$ cat src/rtl/spd_cfg.svh
`ifndef SPD_CFG_SVH
`define SPD_CFG_SVH

// Coefficient RAM byte indices
`define SPD_IDX_PREFILT 4'h0
`define SPD_IDX_PEAK_SP 4'h1
`define SPD_IDX_PEAK_NS 4'h2
`define SPD_IDX_FLOOR 4'h3
`define SPD_IDX_RISE 4'h4
`define SPD_IDX_FALL 4'h5
`define SPD_IDX_CEIL 4'h6
`define SPD_IDX_MARGIN 4'h7
`define SPD_IDX_ECHO_GAIN 4'h8
`define SPD_IDX_RES_SP 4'h9
`define SPD_IDX_DEC_SP 4'hA
`define SPD_IDX_RES_NS 4'hB
`define SPD_IDX_DEC_NS 4'hC
`define SPD_IDX_HOLD 4'hD
`define SPD_IDX_LINE_ENH 4'hE
`define SPD_IDX_ATT 4'hF
`define SPD_COEFF_NUM 16

// Avalon byte addresses
`define SPD_ADDR_COEFF_TOP 8'h3C
`define SPD_ADDR_STATUS 8'h40
`define SPD_ADDR_LEVELS 8'h44

// Status field positions
`define SPD_ST_MODE_LSB 0
`define SPD_ST_TX_SPEECH 2
`define SPD_ST_RX_SPEECH 3
`define SPD_ST_PAIR_SPEECH 4

// Coefficient reset values
`define SPD_RST_PREFILT 8'h03
`define SPD_RST_PEAK_SP 8'hC8
`define SPD_RST_PEAK_NS 8'h08
`define SPD_RST_FLOOR 8'h88
`define SPD_RST_RISE 8'hFA
`define SPD_RST_FALL 8'h10
`define SPD_RST_CEIL 8'h3C
`define SPD_RST_MARGIN 8'h0C
`define SPD_RST_ECHO_GAIN 8'h00
`define SPD_RST_RES_SP 8'h18
`define SPD_RST_DEC_SP 8'h08
`define SPD_RST_RES_NS 8'h08
`define SPD_RST_DEC_NS 8'h04
`define SPD_RST_HOLD 8'h32
`define SPD_RST_LINE_ENH 8'h10
`define SPD_RST_ATT 8'h28

// Log scale: 8 codes per octave, full scale code
`define SPD_LOG_FULL 7'h7F
`define SPD_FLOOR_BASE 7'h30
`define SPD_FLOOR_STEP 7'h04

// Timing
`define SPD_SAMPLE_US 125
`define SPD_MS_US 1000
`define SPD_SMP_PER_MS (`SPD_MS_US / `SPD_SAMPLE_US)
`define SPD_HOLD_MS_PER_LSB 10'h004

`endif

$ cat src/rtl/spd_pkg.sv
package spd_pkg;
  typedef enum logic [1:0] {
    SPD_IDLE = 2'b00,
    SPD_TX = 2'b01,
    SPD_RX = 2'b10
  } spd_mode_type;
endpackage

$ cat src/rtl/spd_log.sv
`timescale 1ns/10ps
`include "spd_cfg.svh"
module spd_log (
  input wire logic i_clk,
  input wire logic i_sys_rst,
  input wire logic i_smp_stb,
  input wire logic signed [15:0] i_sample,
  input wire logic [7:0] i_prefilt,
  input wire logic [3:0] i_floor,
  output logic [6:0] o_raw,
  output logic [6:0] o_cmp
);
  logic [23:0] acc_q, acc_d;
  logic [6:0] raw_q, raw_d, cmp_q, cmp_d, floor_lvl;
  logic [15:0] mag;
  logic signed [24:0] diff;

  function automatic logic [6:0] spd_log2(input logic [15:0] v);
    logic [3:0] msb;
    logic [15:0] norm;
    msb = 4'h0;
    for (int i = 0; i < 16; i++) begin
      if (v[i]) begin
        msb = 4'(i);
      end
    end
    norm = v << (4'hF - msb);
    spd_log2 = (v == 16'h0000) ? 7'h00 : {msb, norm[14:12]};
  endfunction

  always_comb begin
    mag = i_sample[15] ? 16'(~i_sample + 16'h0001) : i_sample;
    // Spike prefilter ahead of the peak stage
    // one-pole low-pass
    diff = $signed({1'b0, mag, 8'h00}) - $signed({1'b0, acc_q});
    acc_d = acc_q;
    raw_d = raw_q;
    cmp_d = cmp_q;
    floor_lvl = `SPD_LOG_FULL - `SPD_FLOOR_BASE - 7'(i_floor) * `SPD_FLOOR_STEP;
    if (i_smp_stb) begin
      acc_d = 24'($signed({1'b0, acc_q}) + (diff >>> i_prefilt[3:0]));
      raw_d = spd_log2(acc_q[23:8]);
      cmp_d = (raw_d > floor_lvl) ? 7'(raw_d - floor_lvl) : 7'h00;
    end
  end

  always_ff @(posedge i_clk) begin
    if (i_sys_rst) begin
      acc_q <= 24'h000000;
      raw_q <= 7'h00;
      cmp_q <= 7'h00;
    end else begin
      acc_q <= acc_d;
      raw_q <= raw_d;
      cmp_q <= cmp_d;
    end
  end

  assign o_raw = raw_q;
  assign o_cmp = cmp_q;

  AST_FLOOR_CUT: assert property (@(posedge i_clk) disable iff (i_sys_rst)
    (i_smp_stb && spd_log2(acc_q[23:8]) <= floor_lvl) |=> (o_cmp == 7'h00))
    else $error("Level below floor not cut to zero");
endmodule

$ cat src/rtl/spd_detector.sv
`timescale 1ns/10ps
module spd_detector (
  input wire logic i_clk,
  input wire logic i_sys_rst,
  input wire logic i_smp_stb,
  input wire logic [6:0] i_lvl,
  input wire logic [7:0] i_peak_speech_tc,
  input wire logic [7:0] i_peak_noise_tc,
  input wire logic [7:0] i_rise_tc,
  input wire logic [7:0] i_fall_tc,
  input wire logic [7:0] i_ceiling,
  input wire logic [7:0] i_margin,
  output logic o_speech
);
  logic [7:0] peak_q, peak_d, pcnt_q, pcnt_d, avg_q, avg_d, acnt_q, acnt_d;
  logic speech_q, speech_d;
  logic [7:0] ptc, atc;
  logic [8:0] thresh;

  always_comb begin
    peak_d = peak_q;
    pcnt_d = pcnt_q;
    avg_d = avg_q;
    acnt_d = acnt_q;
    speech_d = speech_q;
    ptc = speech_q ? i_peak_speech_tc : i_peak_noise_tc;
    atc = speech_q ? i_rise_tc : i_fall_tc;
    thresh = {1'b0, avg_q} + {1'b0, i_margin};
    if (i_smp_stb) begin
      if ({1'b0, i_lvl} >= peak_q) begin
        peak_d = {1'b0, i_lvl};
        pcnt_d = 8'h00;
      end else if (pcnt_q >= ptc) begin
        peak_d = peak_q - 8'h01;
        pcnt_d = 8'h00;
      end else begin
        pcnt_d = pcnt_q + 8'h01;
      end
      // frozen at the ceiling during speech while the peak is not below the average
      if (avg_q >= i_ceiling) begin
        if (!speech_q || peak_q < avg_q) begin
          avg_d = (avg_q > i_ceiling) ? i_ceiling : avg_q;
          if (peak_q < avg_q && acnt_q >= atc) begin
            avg_d = (i_ceiling != 8'h00) ? i_ceiling - 8'h01 : 8'h00;
          end
        end else begin
          avg_d = i_ceiling;
        end
        acnt_d = (acnt_q >= atc) ? 8'h00 : acnt_q + 8'h01;
      end else if (acnt_q >= atc) begin
        acnt_d = 8'h00;
        if (peak_q > avg_q) begin
          avg_d = avg_q + 8'h01;
        end else if (peak_q < avg_q) begin
          avg_d = avg_q - 8'h01;
        end
      end else begin
        acnt_d = acnt_q + 8'h01;
      end
      speech_d = {1'b0, peak_q} > thresh;
    end
  end

  always_ff @(posedge i_clk) begin
    if (i_sys_rst) begin
      peak_q <= 8'h00;
      pcnt_q <= 8'h00;
      avg_q <= 8'h00;
      acnt_q <= 8'h00;
      speech_q <= 1'b0;
    end else begin
      peak_q <= peak_d;
      pcnt_q <= pcnt_d;
      avg_q <= avg_d;
      acnt_q <= acnt_d;
      speech_q <= speech_d;
    end
  end

  assign o_speech = speech_q;

  AST_PEAK_TRACK: assert property (@(posedge i_clk) disable iff (i_sys_rst)
    (i_smp_stb && {1'b0, i_lvl} >= peak_q) |=> (peak_q == {1'b0, $past(i_lvl)}))
    else $error("Peak did not follow a larger level");
  AST_AVG_CEIL: assert property (@(posedge i_clk) disable iff (i_sys_rst)
    (i_smp_stb && $stable(i_ceiling)) |=> (avg_q <= i_ceiling))
    else $error("Noise average above its ceiling");
  AST_SPEECH_MARGIN: assert property (@(posedge i_clk) disable iff (i_sys_rst)
    (i_smp_stb && {1'b0, peak_q} <= {1'b0, avg_q} + {1'b0, i_margin}) |=> !o_speech)
    else $error("Speech flagged inside the margin");
endmodule

$ cat src/rtl/spd_top.sv
// Functional notes
// - Peak detector before noise monitor, separate speech and noise decay constants.
// - Programmable low-pass prefilter ahead of the peak detector removes spikes.
// - Floor byte: upper nibble transmit floor, lower nibble receive floor.
// - Levels compressed logarithmically above the floor, zero below it.
// - Noise average capped at a programmable ceiling above the floor.
// - Programmable margin between noise average and speech threshold.
// - Noise average uses a speech constant and a separate noise constant.
// - Active mode changes only while the matching detector shows speech.
// - Acoustic and line comparators run continuously toward the stronger direction.
// - In receive, go transmit when tx level beats rx plus acoustic enhancement.
// - Acoustic enhancement is echo gain plus a decaying reserve.
// - Comparator inputs are log compressed, compared as log levels.
// - Reserve decrements at a programmable rate after receive speech ends.
// - Two reserve and decrement pairs, for speech and for noise.
// - Switch to the noise pair after a programmable hold since speech end.
// - Echo gain is a signed decibel value.
// - Each parameter is one byte in the coefficient RAM.
// - Attenuation on rx in transmit, on tx in receive, halved in idle.
// - Noise average frozen at its ceiling during speech until a pause.
// - In transmit, go receive when rx beats tx plus line enhancement with rx speech.
`timescale 1ns/10ps
`include "spd_cfg.svh"
module spd_top (
  input wire logic i_clk,
  input wire logic i_sys_rst,
  input wire logic i_smp_stb,
  input wire logic signed [15:0] i_tx_sample,
  input wire logic signed [15:0] i_rx_sample,
  input wire logic [7:0] i_avs_address,
  input wire logic i_avs_read,
  input wire logic i_avs_write,
  input wire logic [31:0] i_avs_writedata,
  input wire logic [3:0] i_avs_byteenable,
  output logic [31:0] o_avs_readdata,
  output logic o_avs_waitrequest,
  output logic [1:0] o_mode,
  output logic o_tx_speech,
  output logic o_rx_speech,
  output logic [7:0] o_att_tx,
  output logic [7:0] o_att_rx
);
  logic [7:0] coeff_q [`SPD_COEFF_NUM];
  logic [7:0] coeff_d [`SPD_COEFF_NUM];
  logic ack_q, ack_d;
  logic [31:0] rdata_q, rdata_d;
  logic [6:0] raw [2];
  logic [6:0] cmp [2];
  logic [1:0] speech;
  logic [3:0] floor_nib [2];
  logic signed [15:0] samples [2];
  spd_pkg::spd_mode_type mode_q, mode_d;
  logic [7:0] reserve_q, reserve_d, dcnt_q, dcnt_d;
  logic pair_sp_q, pair_sp_d;
  logic [9:0] hold_q, hold_d, hold_target;
  logic [2:0] mscnt_q, mscnt_d;
  logic ms_tick;
  logic [7:0] att_tx_q, att_tx_d, att_rx_q, att_rx_d;
  logic signed [9:0] ae, rx_plus_ae, tx_plus_le;
  logic tx_wins, rx_wins;
  logic [7:0] res_sel, dec_sel;

  function automatic logic [7:0] spd_coeff_default(input int idx);
    case (idx)
      0: spd_coeff_default = `SPD_RST_PREFILT;
      1: spd_coeff_default = `SPD_RST_PEAK_SP;
      2: spd_coeff_default = `SPD_RST_PEAK_NS;
      3: spd_coeff_default = `SPD_RST_FLOOR;
      4: spd_coeff_default = `SPD_RST_RISE;
      5: spd_coeff_default = `SPD_RST_FALL;
      6: spd_coeff_default = `SPD_RST_CEIL;
      7: spd_coeff_default = `SPD_RST_MARGIN;
      8: spd_coeff_default = `SPD_RST_ECHO_GAIN;
      9: spd_coeff_default = `SPD_RST_RES_SP;
      10: spd_coeff_default = `SPD_RST_DEC_SP;
      11: spd_coeff_default = `SPD_RST_RES_NS;
      12: spd_coeff_default = `SPD_RST_DEC_NS;
      13: spd_coeff_default = `SPD_RST_HOLD;
      14: spd_coeff_default = `SPD_RST_LINE_ENH;
      default: spd_coeff_default = `SPD_RST_ATT;
    endcase
  endfunction

  function automatic logic spd_is_coeff(input logic [7:0] addr);
    spd_is_coeff = (addr[1:0] == 2'b00) && (addr <= `SPD_ADDR_COEFF_TOP);
  endfunction

  // Bus slave: one wait cycle per access
  always_comb begin
    ack_d = (i_avs_read || i_avs_write) && !ack_q;
    rdata_d = rdata_q;
    for (int i = 0; i < `SPD_COEFF_NUM; i++) begin
      coeff_d[i] = coeff_q[i];
    end
    if (i_avs_write && ack_q && i_avs_byteenable[0] && spd_is_coeff(i_avs_address)) begin
      coeff_d[i_avs_address[5:2]] = i_avs_writedata[7:0];
    end
    if (i_avs_read && !ack_q) begin
      rdata_d = 32'h00000000;
      if (spd_is_coeff(i_avs_address)) begin
        rdata_d[7:0] = coeff_q[i_avs_address[5:2]];
      end else if (i_avs_address == `SPD_ADDR_STATUS) begin
        rdata_d[`SPD_ST_MODE_LSB +: 2] = mode_q;
        rdata_d[`SPD_ST_TX_SPEECH] = speech[0];
        rdata_d[`SPD_ST_RX_SPEECH] = speech[1];
        rdata_d[`SPD_ST_PAIR_SPEECH] = pair_sp_q;
      end else if (i_avs_address == `SPD_ADDR_LEVELS) begin
        rdata_d[6:0] = raw[0];
        rdata_d[14:8] = raw[1];
        rdata_d[23:16] = reserve_q;
      end
    end
  end

  always_ff @(posedge i_clk) begin
    if (i_sys_rst) begin
      ack_q <= 1'b0;
      rdata_q <= 32'h00000000;
      for (int i = 0; i < `SPD_COEFF_NUM; i++) begin
        coeff_q[i] <= spd_coeff_default(i);
      end
    end else begin
      ack_q <= ack_d;
      rdata_q <= rdata_d;
      for (int i = 0; i < `SPD_COEFF_NUM; i++) begin
        coeff_q[i] <= coeff_d[i];
      end
    end
  end

  assign o_avs_waitrequest = (i_avs_read || i_avs_write) && !ack_q;
  assign o_avs_readdata = rdata_q;

  // nibble split of the floor byte
  assign floor_nib[0] = coeff_q[`SPD_IDX_FLOOR][7:4];
  assign floor_nib[1] = coeff_q[`SPD_IDX_FLOOR][3:0];
  assign samples[0] = i_tx_sample;
  assign samples[1] = i_rx_sample;

  // Index 0 transmit path, 1 receive path
  for (genvar g = 0; g < 2; g++) begin : g_path
    spd_log u_log (
      .i_clk(i_clk),
      .i_sys_rst(i_sys_rst),
      .i_smp_stb(i_smp_stb),
      .i_sample(samples[g]),
      .i_prefilt(coeff_q[`SPD_IDX_PREFILT]),
      .i_floor(floor_nib[g]),
      .o_raw(raw[g]),
      .o_cmp(cmp[g])
    );
    spd_detector u_det (
      .i_clk(i_clk),
      .i_sys_rst(i_sys_rst),
      .i_smp_stb(i_smp_stb),
      .i_lvl(cmp[g]),
      .i_peak_speech_tc(coeff_q[`SPD_IDX_PEAK_SP]),
      .i_peak_noise_tc(coeff_q[`SPD_IDX_PEAK_NS]),
      .i_rise_tc(coeff_q[`SPD_IDX_RISE]),
      .i_fall_tc(coeff_q[`SPD_IDX_FALL]),
      .i_ceiling(coeff_q[`SPD_IDX_CEIL]),
      .i_margin(coeff_q[`SPD_IDX_MARGIN]),
      .o_speech(speech[g])
    );
  end

  // Comparators on log levels
  always_comb begin
    ae = 10'(signed'(coeff_q[`SPD_IDX_ECHO_GAIN])) + $signed({2'b00, reserve_q});
    rx_plus_ae = $signed({3'b000, raw[1]}) + ae;
    tx_plus_le = $signed({3'b000, raw[0]}) + $signed({2'b00, coeff_q[`SPD_IDX_LINE_ENH]});
    tx_wins = speech[0] && ($signed({3'b000, raw[0]}) > rx_plus_ae);
    rx_wins = speech[1] && ($signed({3'b000, raw[1]}) > tx_plus_le);
  end

  // Reserve, pair selection and hold timer
  always_comb begin
    ms_tick = i_smp_stb && (mscnt_q == 3'(`SPD_SMP_PER_MS - 1));
    mscnt_d = mscnt_q;
    if (i_smp_stb) begin
      mscnt_d = ms_tick ? 3'h0 : mscnt_q + 3'h1;
    end
    res_sel = pair_sp_q ? coeff_q[`SPD_IDX_RES_SP] : coeff_q[`SPD_IDX_RES_NS];
    dec_sel = pair_sp_q ? coeff_q[`SPD_IDX_DEC_SP] : coeff_q[`SPD_IDX_DEC_NS];
    hold_target = 10'(coeff_q[`SPD_IDX_HOLD]) * `SPD_HOLD_MS_PER_LSB;
    reserve_d = reserve_q;
    dcnt_d = dcnt_q;
    pair_sp_d = pair_sp_q;
    hold_d = hold_q;
    if (speech[1]) begin
      pair_sp_d = 1'b1;
      hold_d = 10'h000;
    end else if (pair_sp_q) begin
      if (hold_q >= hold_target) begin
        pair_sp_d = 1'b0;
      end else if (ms_tick) begin
        hold_d = hold_q + 10'h001;
      end
    end
    if (i_smp_stb) begin
      if (speech[1]) begin
        reserve_d = res_sel;
        dcnt_d = 8'h00;
      end else if (dcnt_q >= dec_sel) begin
        dcnt_d = 8'h00;
        reserve_d = (reserve_q != 8'h00) ? reserve_q - 8'h01 : 8'h00;
      end else begin
        dcnt_d = dcnt_q + 8'h01;
      end
    end
  end

  // Mode decision, stepped on the sample strobe
  always_comb begin
    mode_d = mode_q;
    if (i_smp_stb) begin
      case (mode_q)
        spd_pkg::SPD_IDLE: begin
          if (tx_wins) begin
            mode_d = spd_pkg::SPD_TX;
          end else if (rx_wins) begin
            mode_d = spd_pkg::SPD_RX;
          end
        end
        spd_pkg::SPD_RX: begin
          if (tx_wins) begin
            mode_d = spd_pkg::SPD_TX;
          end else if (!speech[0] && !speech[1]) begin
            mode_d = spd_pkg::SPD_IDLE;
          end
        end
        spd_pkg::SPD_TX: begin
          if (rx_wins) begin
            mode_d = spd_pkg::SPD_RX;
          end else if (!speech[0] && !speech[1]) begin
            mode_d = spd_pkg::SPD_IDLE;
          end
        end
        default: mode_d = spd_pkg::SPD_IDLE;
      endcase
    end
    case (mode_q)
      spd_pkg::SPD_TX: begin
        att_tx_d = 8'h00;
        att_rx_d = coeff_q[`SPD_IDX_ATT];
      end
      spd_pkg::SPD_RX: begin
        att_tx_d = coeff_q[`SPD_IDX_ATT];
        att_rx_d = 8'h00;
      end
      default: begin
        att_tx_d = coeff_q[`SPD_IDX_ATT] >> 1;
        att_rx_d = coeff_q[`SPD_IDX_ATT] >> 1;
      end
    endcase
  end

  always_ff @(posedge i_clk) begin
    if (i_sys_rst) begin
      mode_q <= spd_pkg::SPD_IDLE;
      reserve_q <= 8'h00;
      dcnt_q <= 8'h00;
      pair_sp_q <= 1'b0;
      hold_q <= 10'h000;
      mscnt_q <= 3'h0;
      att_tx_q <= 8'h00;
      att_rx_q <= 8'h00;
    end else begin
      mode_q <= mode_d;
      reserve_q <= reserve_d;
      dcnt_q <= dcnt_d;
      pair_sp_q <= pair_sp_d;
      hold_q <= hold_d;
      mscnt_q <= mscnt_d;
      att_tx_q <= att_tx_d;
      att_rx_q <= att_rx_d;
    end
  end

  assign o_mode = mode_q;
  assign o_tx_speech = speech[0];
  assign o_rx_speech = speech[1];
  assign o_att_tx = att_tx_q;
  assign o_att_rx = att_rx_q;

  AST_RX_TO_TX: assert property (@(posedge i_clk) disable iff (i_sys_rst)
    (i_smp_stb && mode_q == spd_pkg::SPD_RX && tx_wins) |=> (mode_q == spd_pkg::SPD_TX))
    else $error("Receive did not yield to stronger transmit");
  AST_NO_SWITCH_SILENT: assert property (@(posedge i_clk) disable iff (i_sys_rst)
    (mode_q == spd_pkg::SPD_RX && !speech[0]) |=> (mode_q != spd_pkg::SPD_TX))
    else $error("Switched to transmit without transmit speech");
  AST_TX_TO_RX: assert property (@(posedge i_clk) disable iff (i_sys_rst)
    (i_smp_stb && mode_q == spd_pkg::SPD_TX && rx_wins) |=> (mode_q == spd_pkg::SPD_RX))
    else $error("Transmit did not yield to stronger receive");
  AST_RESERVE_FALLS: assert property (@(posedge i_clk) disable iff (i_sys_rst)
    (!speech[1]) |=> (reserve_q <= $past(reserve_q) && {1'b0, reserve_q} + 9'h001 >= {1'b0, $past(reserve_q)}))
    else $error("Reserve rose or fell by more than one step");
  AST_ATT_IN_TX: assert property (@(posedge i_clk) disable iff (i_sys_rst)
    (mode_q == spd_pkg::SPD_TX) ##1 (mode_q == spd_pkg::SPD_TX) |-> (o_att_tx == 8'h00))
    else $error("Transmit path attenuated in transmit mode");
  AST_HOLD_PAIR: assert property (@(posedge i_clk) disable iff (i_sys_rst)
    $fell(pair_sp_q) |-> ($past(hold_q) >= $past(hold_target) && !$past(speech[1])))
    else $error("Noise pair taken before the hold time");
  AST_BUS_ONE_WAIT: assert property (@(posedge i_clk) disable iff (i_sys_rst)
    ($rose(i_avs_read) && !ack_q) |-> o_avs_waitrequest ##1 !o_avs_waitrequest)
    else $error("Bus answer not after exactly one wait cycle");
endmodule

$ cat config.mk
export PLATFORM = sky130hd
export DESIGN_NAME = spd_top
export DESIGN_NICKNAME = d
export VERILOG_FILES = /design/src/rtl/spd_pkg.sv /design/src/rtl/spd_log.sv /design/src/rtl/spd_detector.sv /design/src/rtl/spd_top.sv
export VERILOG_INCLUDE_DIRS = /design/src /design/src/rtl
export SDC_FILE = /design/constraint.sdc
export NUM_CORES = 1
export LEC_CHECK = 0
export BUFFER_PORTS_ARGS = -buffer_cell sky130_fd_sc_hd__buf_2
export CELL_PAD_IN_SITES_DETAIL_PLACEMENT = 1
export CELL_PAD_IN_SITES_GLOBAL_PLACEMENT = 1
export CORE_MARGIN = 8
export CORE_UTILIZATION = 48
export DETAILED_ROUTE_END_ITERATION = 6
export PLACE_DENSITY_LB_ADDON = 0.1
export SYNTH_ARGS = -nofsm -noshare
export SYNTH_HDL_FRONTEND = slang
export SYNTH_SLANG_ARGS = --single-unit
export TNS_END_PERCENT = 10
$ cat constraint.sdc
create_clock -name i_clk -period 7.99 [get_ports i_clk]
set_input_delay 0.3995 -clock i_clk [delete_from_list [all_inputs] [get_ports i_clk]]
set_output_delay 0.3995 -clock i_clk [all_outputs]
set_load 0.05 [all_outputs]
==> impl_metrics.yaml <==
outcome:
  status: "complete, no violations"
cts:
  clkTransAtPathRegs_ps: 50
  cts_buffers: 42
  ctsHtreeMaxLevel: 2
  clock-sinks: 342
  postCtsSetupRepairBufs: 0
  root_buffer: "clkbuf_16"
  hold_buffers: 0
  clkLatencyLatePin_ps: 600
  tritoncts: "done"
  cts_resized: 0
  cts_max_path_buffers: 3
placement:
  place_congestion: 0.915
  post-dp-hpwl_um: 69400
  dpl-instance-area_um2: 29200
  io_buffer_count: 97
  place_ws_ps: 642
job:
  drv_cap: 0
hold_path:
  worst_hold_startpoint: "i_avs_write"
  holdCritPathClass: "in -> reg"
global_route:
  grt_pass1_wl_um: 148000
  grt_pass1_vias: 27047
  grt_max_degree: 80
  grt_antenna_before_repair: 1
  grt_overflow_total: 0
  track_usage: 0.268
final_layout:
  fill_cells: 6985
  antenna_cells: 0
  regArea_um2: 6850
  fin_area_um2: 30600
  multi_input_comb_area_um2: 20000
  nets: 3801
  layout-drive-gt1-share: 0.0927
  syn2layout_area_growth_pct: 8.53
sta:
  hold_violations: 0
  setup_viol: 0
  rsz0062_at_grt: "no"
  fin_crit_sh: 0.859
  tightest_slew_ps: 1070
  whs_ps: 133
  setup_ws_ps: 1120
  relSlewSlack: 0.278
  fin_tns_setup_ps: 0
  timing.fmax_mhz: 146
  fin_crit_ps: 6870
  fin_skew_ps: 48.6
  drv_slew: 0
synth:
  avgSynthCellArea_um2: 8.25
  synth_seq_area_share: 0.243
  yosysUniqueCellTypes: 98
  yosysWarnings: 0
  synth_common_cells: "423 x nor2_1, 342 x dfxtp_1, 285 x ha_1"
  yosys.area.top_type_share: 0.243
  synthFlopType: "dfxtp_1"
  synth_edf_count: 0
  postSynth.asyncResetShare: 0
  syn_inst: 3416
  ys_seq_elements: 342
  synthTopCellsByArea: "dfxtp_1 24%, ha_1 13%, mux2i_1 9.2%"
  synth_area_leader_cell: "dfxtp_1"
  synth_most_common_cell: "nor2_1"
  syn_area_um2: 28200
setup_path:
  cpLargestDelayFamily: "compound AO/OA/AOI/OAI gates"
  path_common_cell: "a311oi_1"
  cp_slowest_cell: "o41ai_2"
  criticalPathCategory: "in -> reg"
  path_buf_inv: 1
  r2r-start: "g_path[0].u_log.acc_q[8]"
  end_kind: "register"
  cpPeakStageDelay_ps: 670
  cp_max_fo: 9
  startpoint: "i_tx_sample[3]"
  startpoint_type: "input port"
  worstPathRequired_ps: 8450
  worstPathArrival_ps: 7320
die:
  io_pins: 134
  start_util: 0.481
  dieArea_um2: 66700
  die_w_um: 258
  core_um2: 58600
  die_h_um: 258
  rows: 89
drt:
  drtIter0Drc: 1365
  num_vias: 25747
  finalWirelength_um: 91900
  drcViolationCount: 0
  via_per_inst: 6.09
  postRouteAntennaNets: 0
  drt_first_pass_iters: 6
  wl_per_cell_um: 21.8
power:
  power_density_nw_per_um2: 375
  p_total_mw: 11.5
  irDropWorstVdd_mv: 0.230
  leakagePower_nw: 13.1
worst min-delay path: stages:
cell	delay, ps
buf_2	80
nor2_1	50
nor3_1	110
state kept, by name, summed over array words and instances, names as in the netlist, 3 cells and up:
register             flops
coeff_q                128
dcnt_q                   8
g_path.u_det.acnt_q     16
g_path.u_det.avg_q      16
g_path.u_det.pcnt_q     16
g_path.u_det.peak_q     16
g_path.u_log.acc_q      48
g_path.u_log.o_cmp      14
g_path.u_log.o_raw      14
hold_q                  10
mscnt_q                  3
o_att_rx                 8
o_att_tx                 8
o_avs_readdata          23
reserve_q                8
through the flow:
step	util	instances
6_report	0.522	4226
5_1_grt	0.522	4226
4_1_cts	0.522	4226
3_5_place_dp	0.498	4149
3_3_place_gp	0.498	4149
2_1_floorplan	-	3424
cell families after synthesis:
family	Yosys count	share of synthesized area
multiplexers	344	0.145
AO/OA/AOI/OAI	831	0.195
adder cells (fa/ha/maj)	300	0.137
other	1	0.000133
AND/OR/NAND/NOR	1066	0.174
buffers and inverters	344	0.0476
flip-flops	342	0.243
XOR/XNOR	188	0.0584
layout make-up:
| cell class | count | area share |
|---|---|---|
| clock inverter | 15 | 0.00638 |
| sequential | 342 | 0.224 |
| clock buffer | 62 | 0.0401 |
| tap | 773 | 0.0316 |
| inverter | 178 | 0.0218 |
| multi-input combinational | 2738 | 0.655 |
| timing repair buffer | 118 | 0.0214 |
metal layers:
metal	share of wire	GRT usage	vias to the layer above	routed length, um
li1	-	-	12307	-
met1	0.42	0.321	12684	38900
met2	0.50	0.486	564	45900
met3	0.041	0.0329	190	3810
met4	0.037	0.0987	2	3360
met5	0.00015	0	-	14
final timing paths:
check	endpoint	slack [ps]	cells past startpoint
setup / recovery	g_path[0].u_log.acc_q[20]	1120	25
hold / removal	ack_q	130	3
setup reg to reg	g_path[0].u_log.acc_q[20]	1130	25
hold reg to reg	o_avs_readdata[7]	470	2
power breakdown:
part / total (mW) / internal (mW) / switching (mW)
Clock: 1.98 / 1.14 / 0.831
Sequential: 2.33 / 1.92 / 0.413
Combinational: 7.17 / 2.94 / 4.23
placed cells by master, fill, tap and decap left out, types with 16 or more instances in the layout:
| cell type | netlist | layout |
|---|---|---|
| nor2_1 | 423 | 423 |
| dfxtp_1 | 342 | 339 |
| ha_1 | 285 | 285 |
| nand2_1 | 261 | 261 |
| mux2i_1 | 260 | 260 |
| a21oi_1 | 245 | 245 |
| inv_1 | 173 | 172 |
| o21ai_0 | 141 | 141 |
| xnor2_1 | 116 | 116 |
| a21o_1 | 95 | 95 |
| buf_2 | 4 | 95 |
| xor2_1 | 72 | 72 |
| nor3_1 | 66 | 66 |
| nand3_1 | 62 | 62 |
| a211oi_1 | 51 | 51 |
| nand2b_1 | 50 | 50 |
| mux4_2 | 47 | 47 |
| clkbuf_16 | 0 | 42 |
| nor2b_1 | 37 | 37 |
| mux2_2 | 36 | 36 |
| nand4_1 | 35 | 35 |
| or3_1 | 29 | 29 |
| a22oi_1 | 26 | 26 |
| o211ai_1 | 23 | 23 |
| o21bai_1 | 22 | 22 |
| o21a_1 | 22 | 22 |
| buf_4 | 10 | 22 |
| and3_1 | 21 | 21 |
| a31oi_1 | 19 | 19 |
| o31ai_1 | 16 | 16 |
Note: power is estimated with default switching activity, not from simulation.
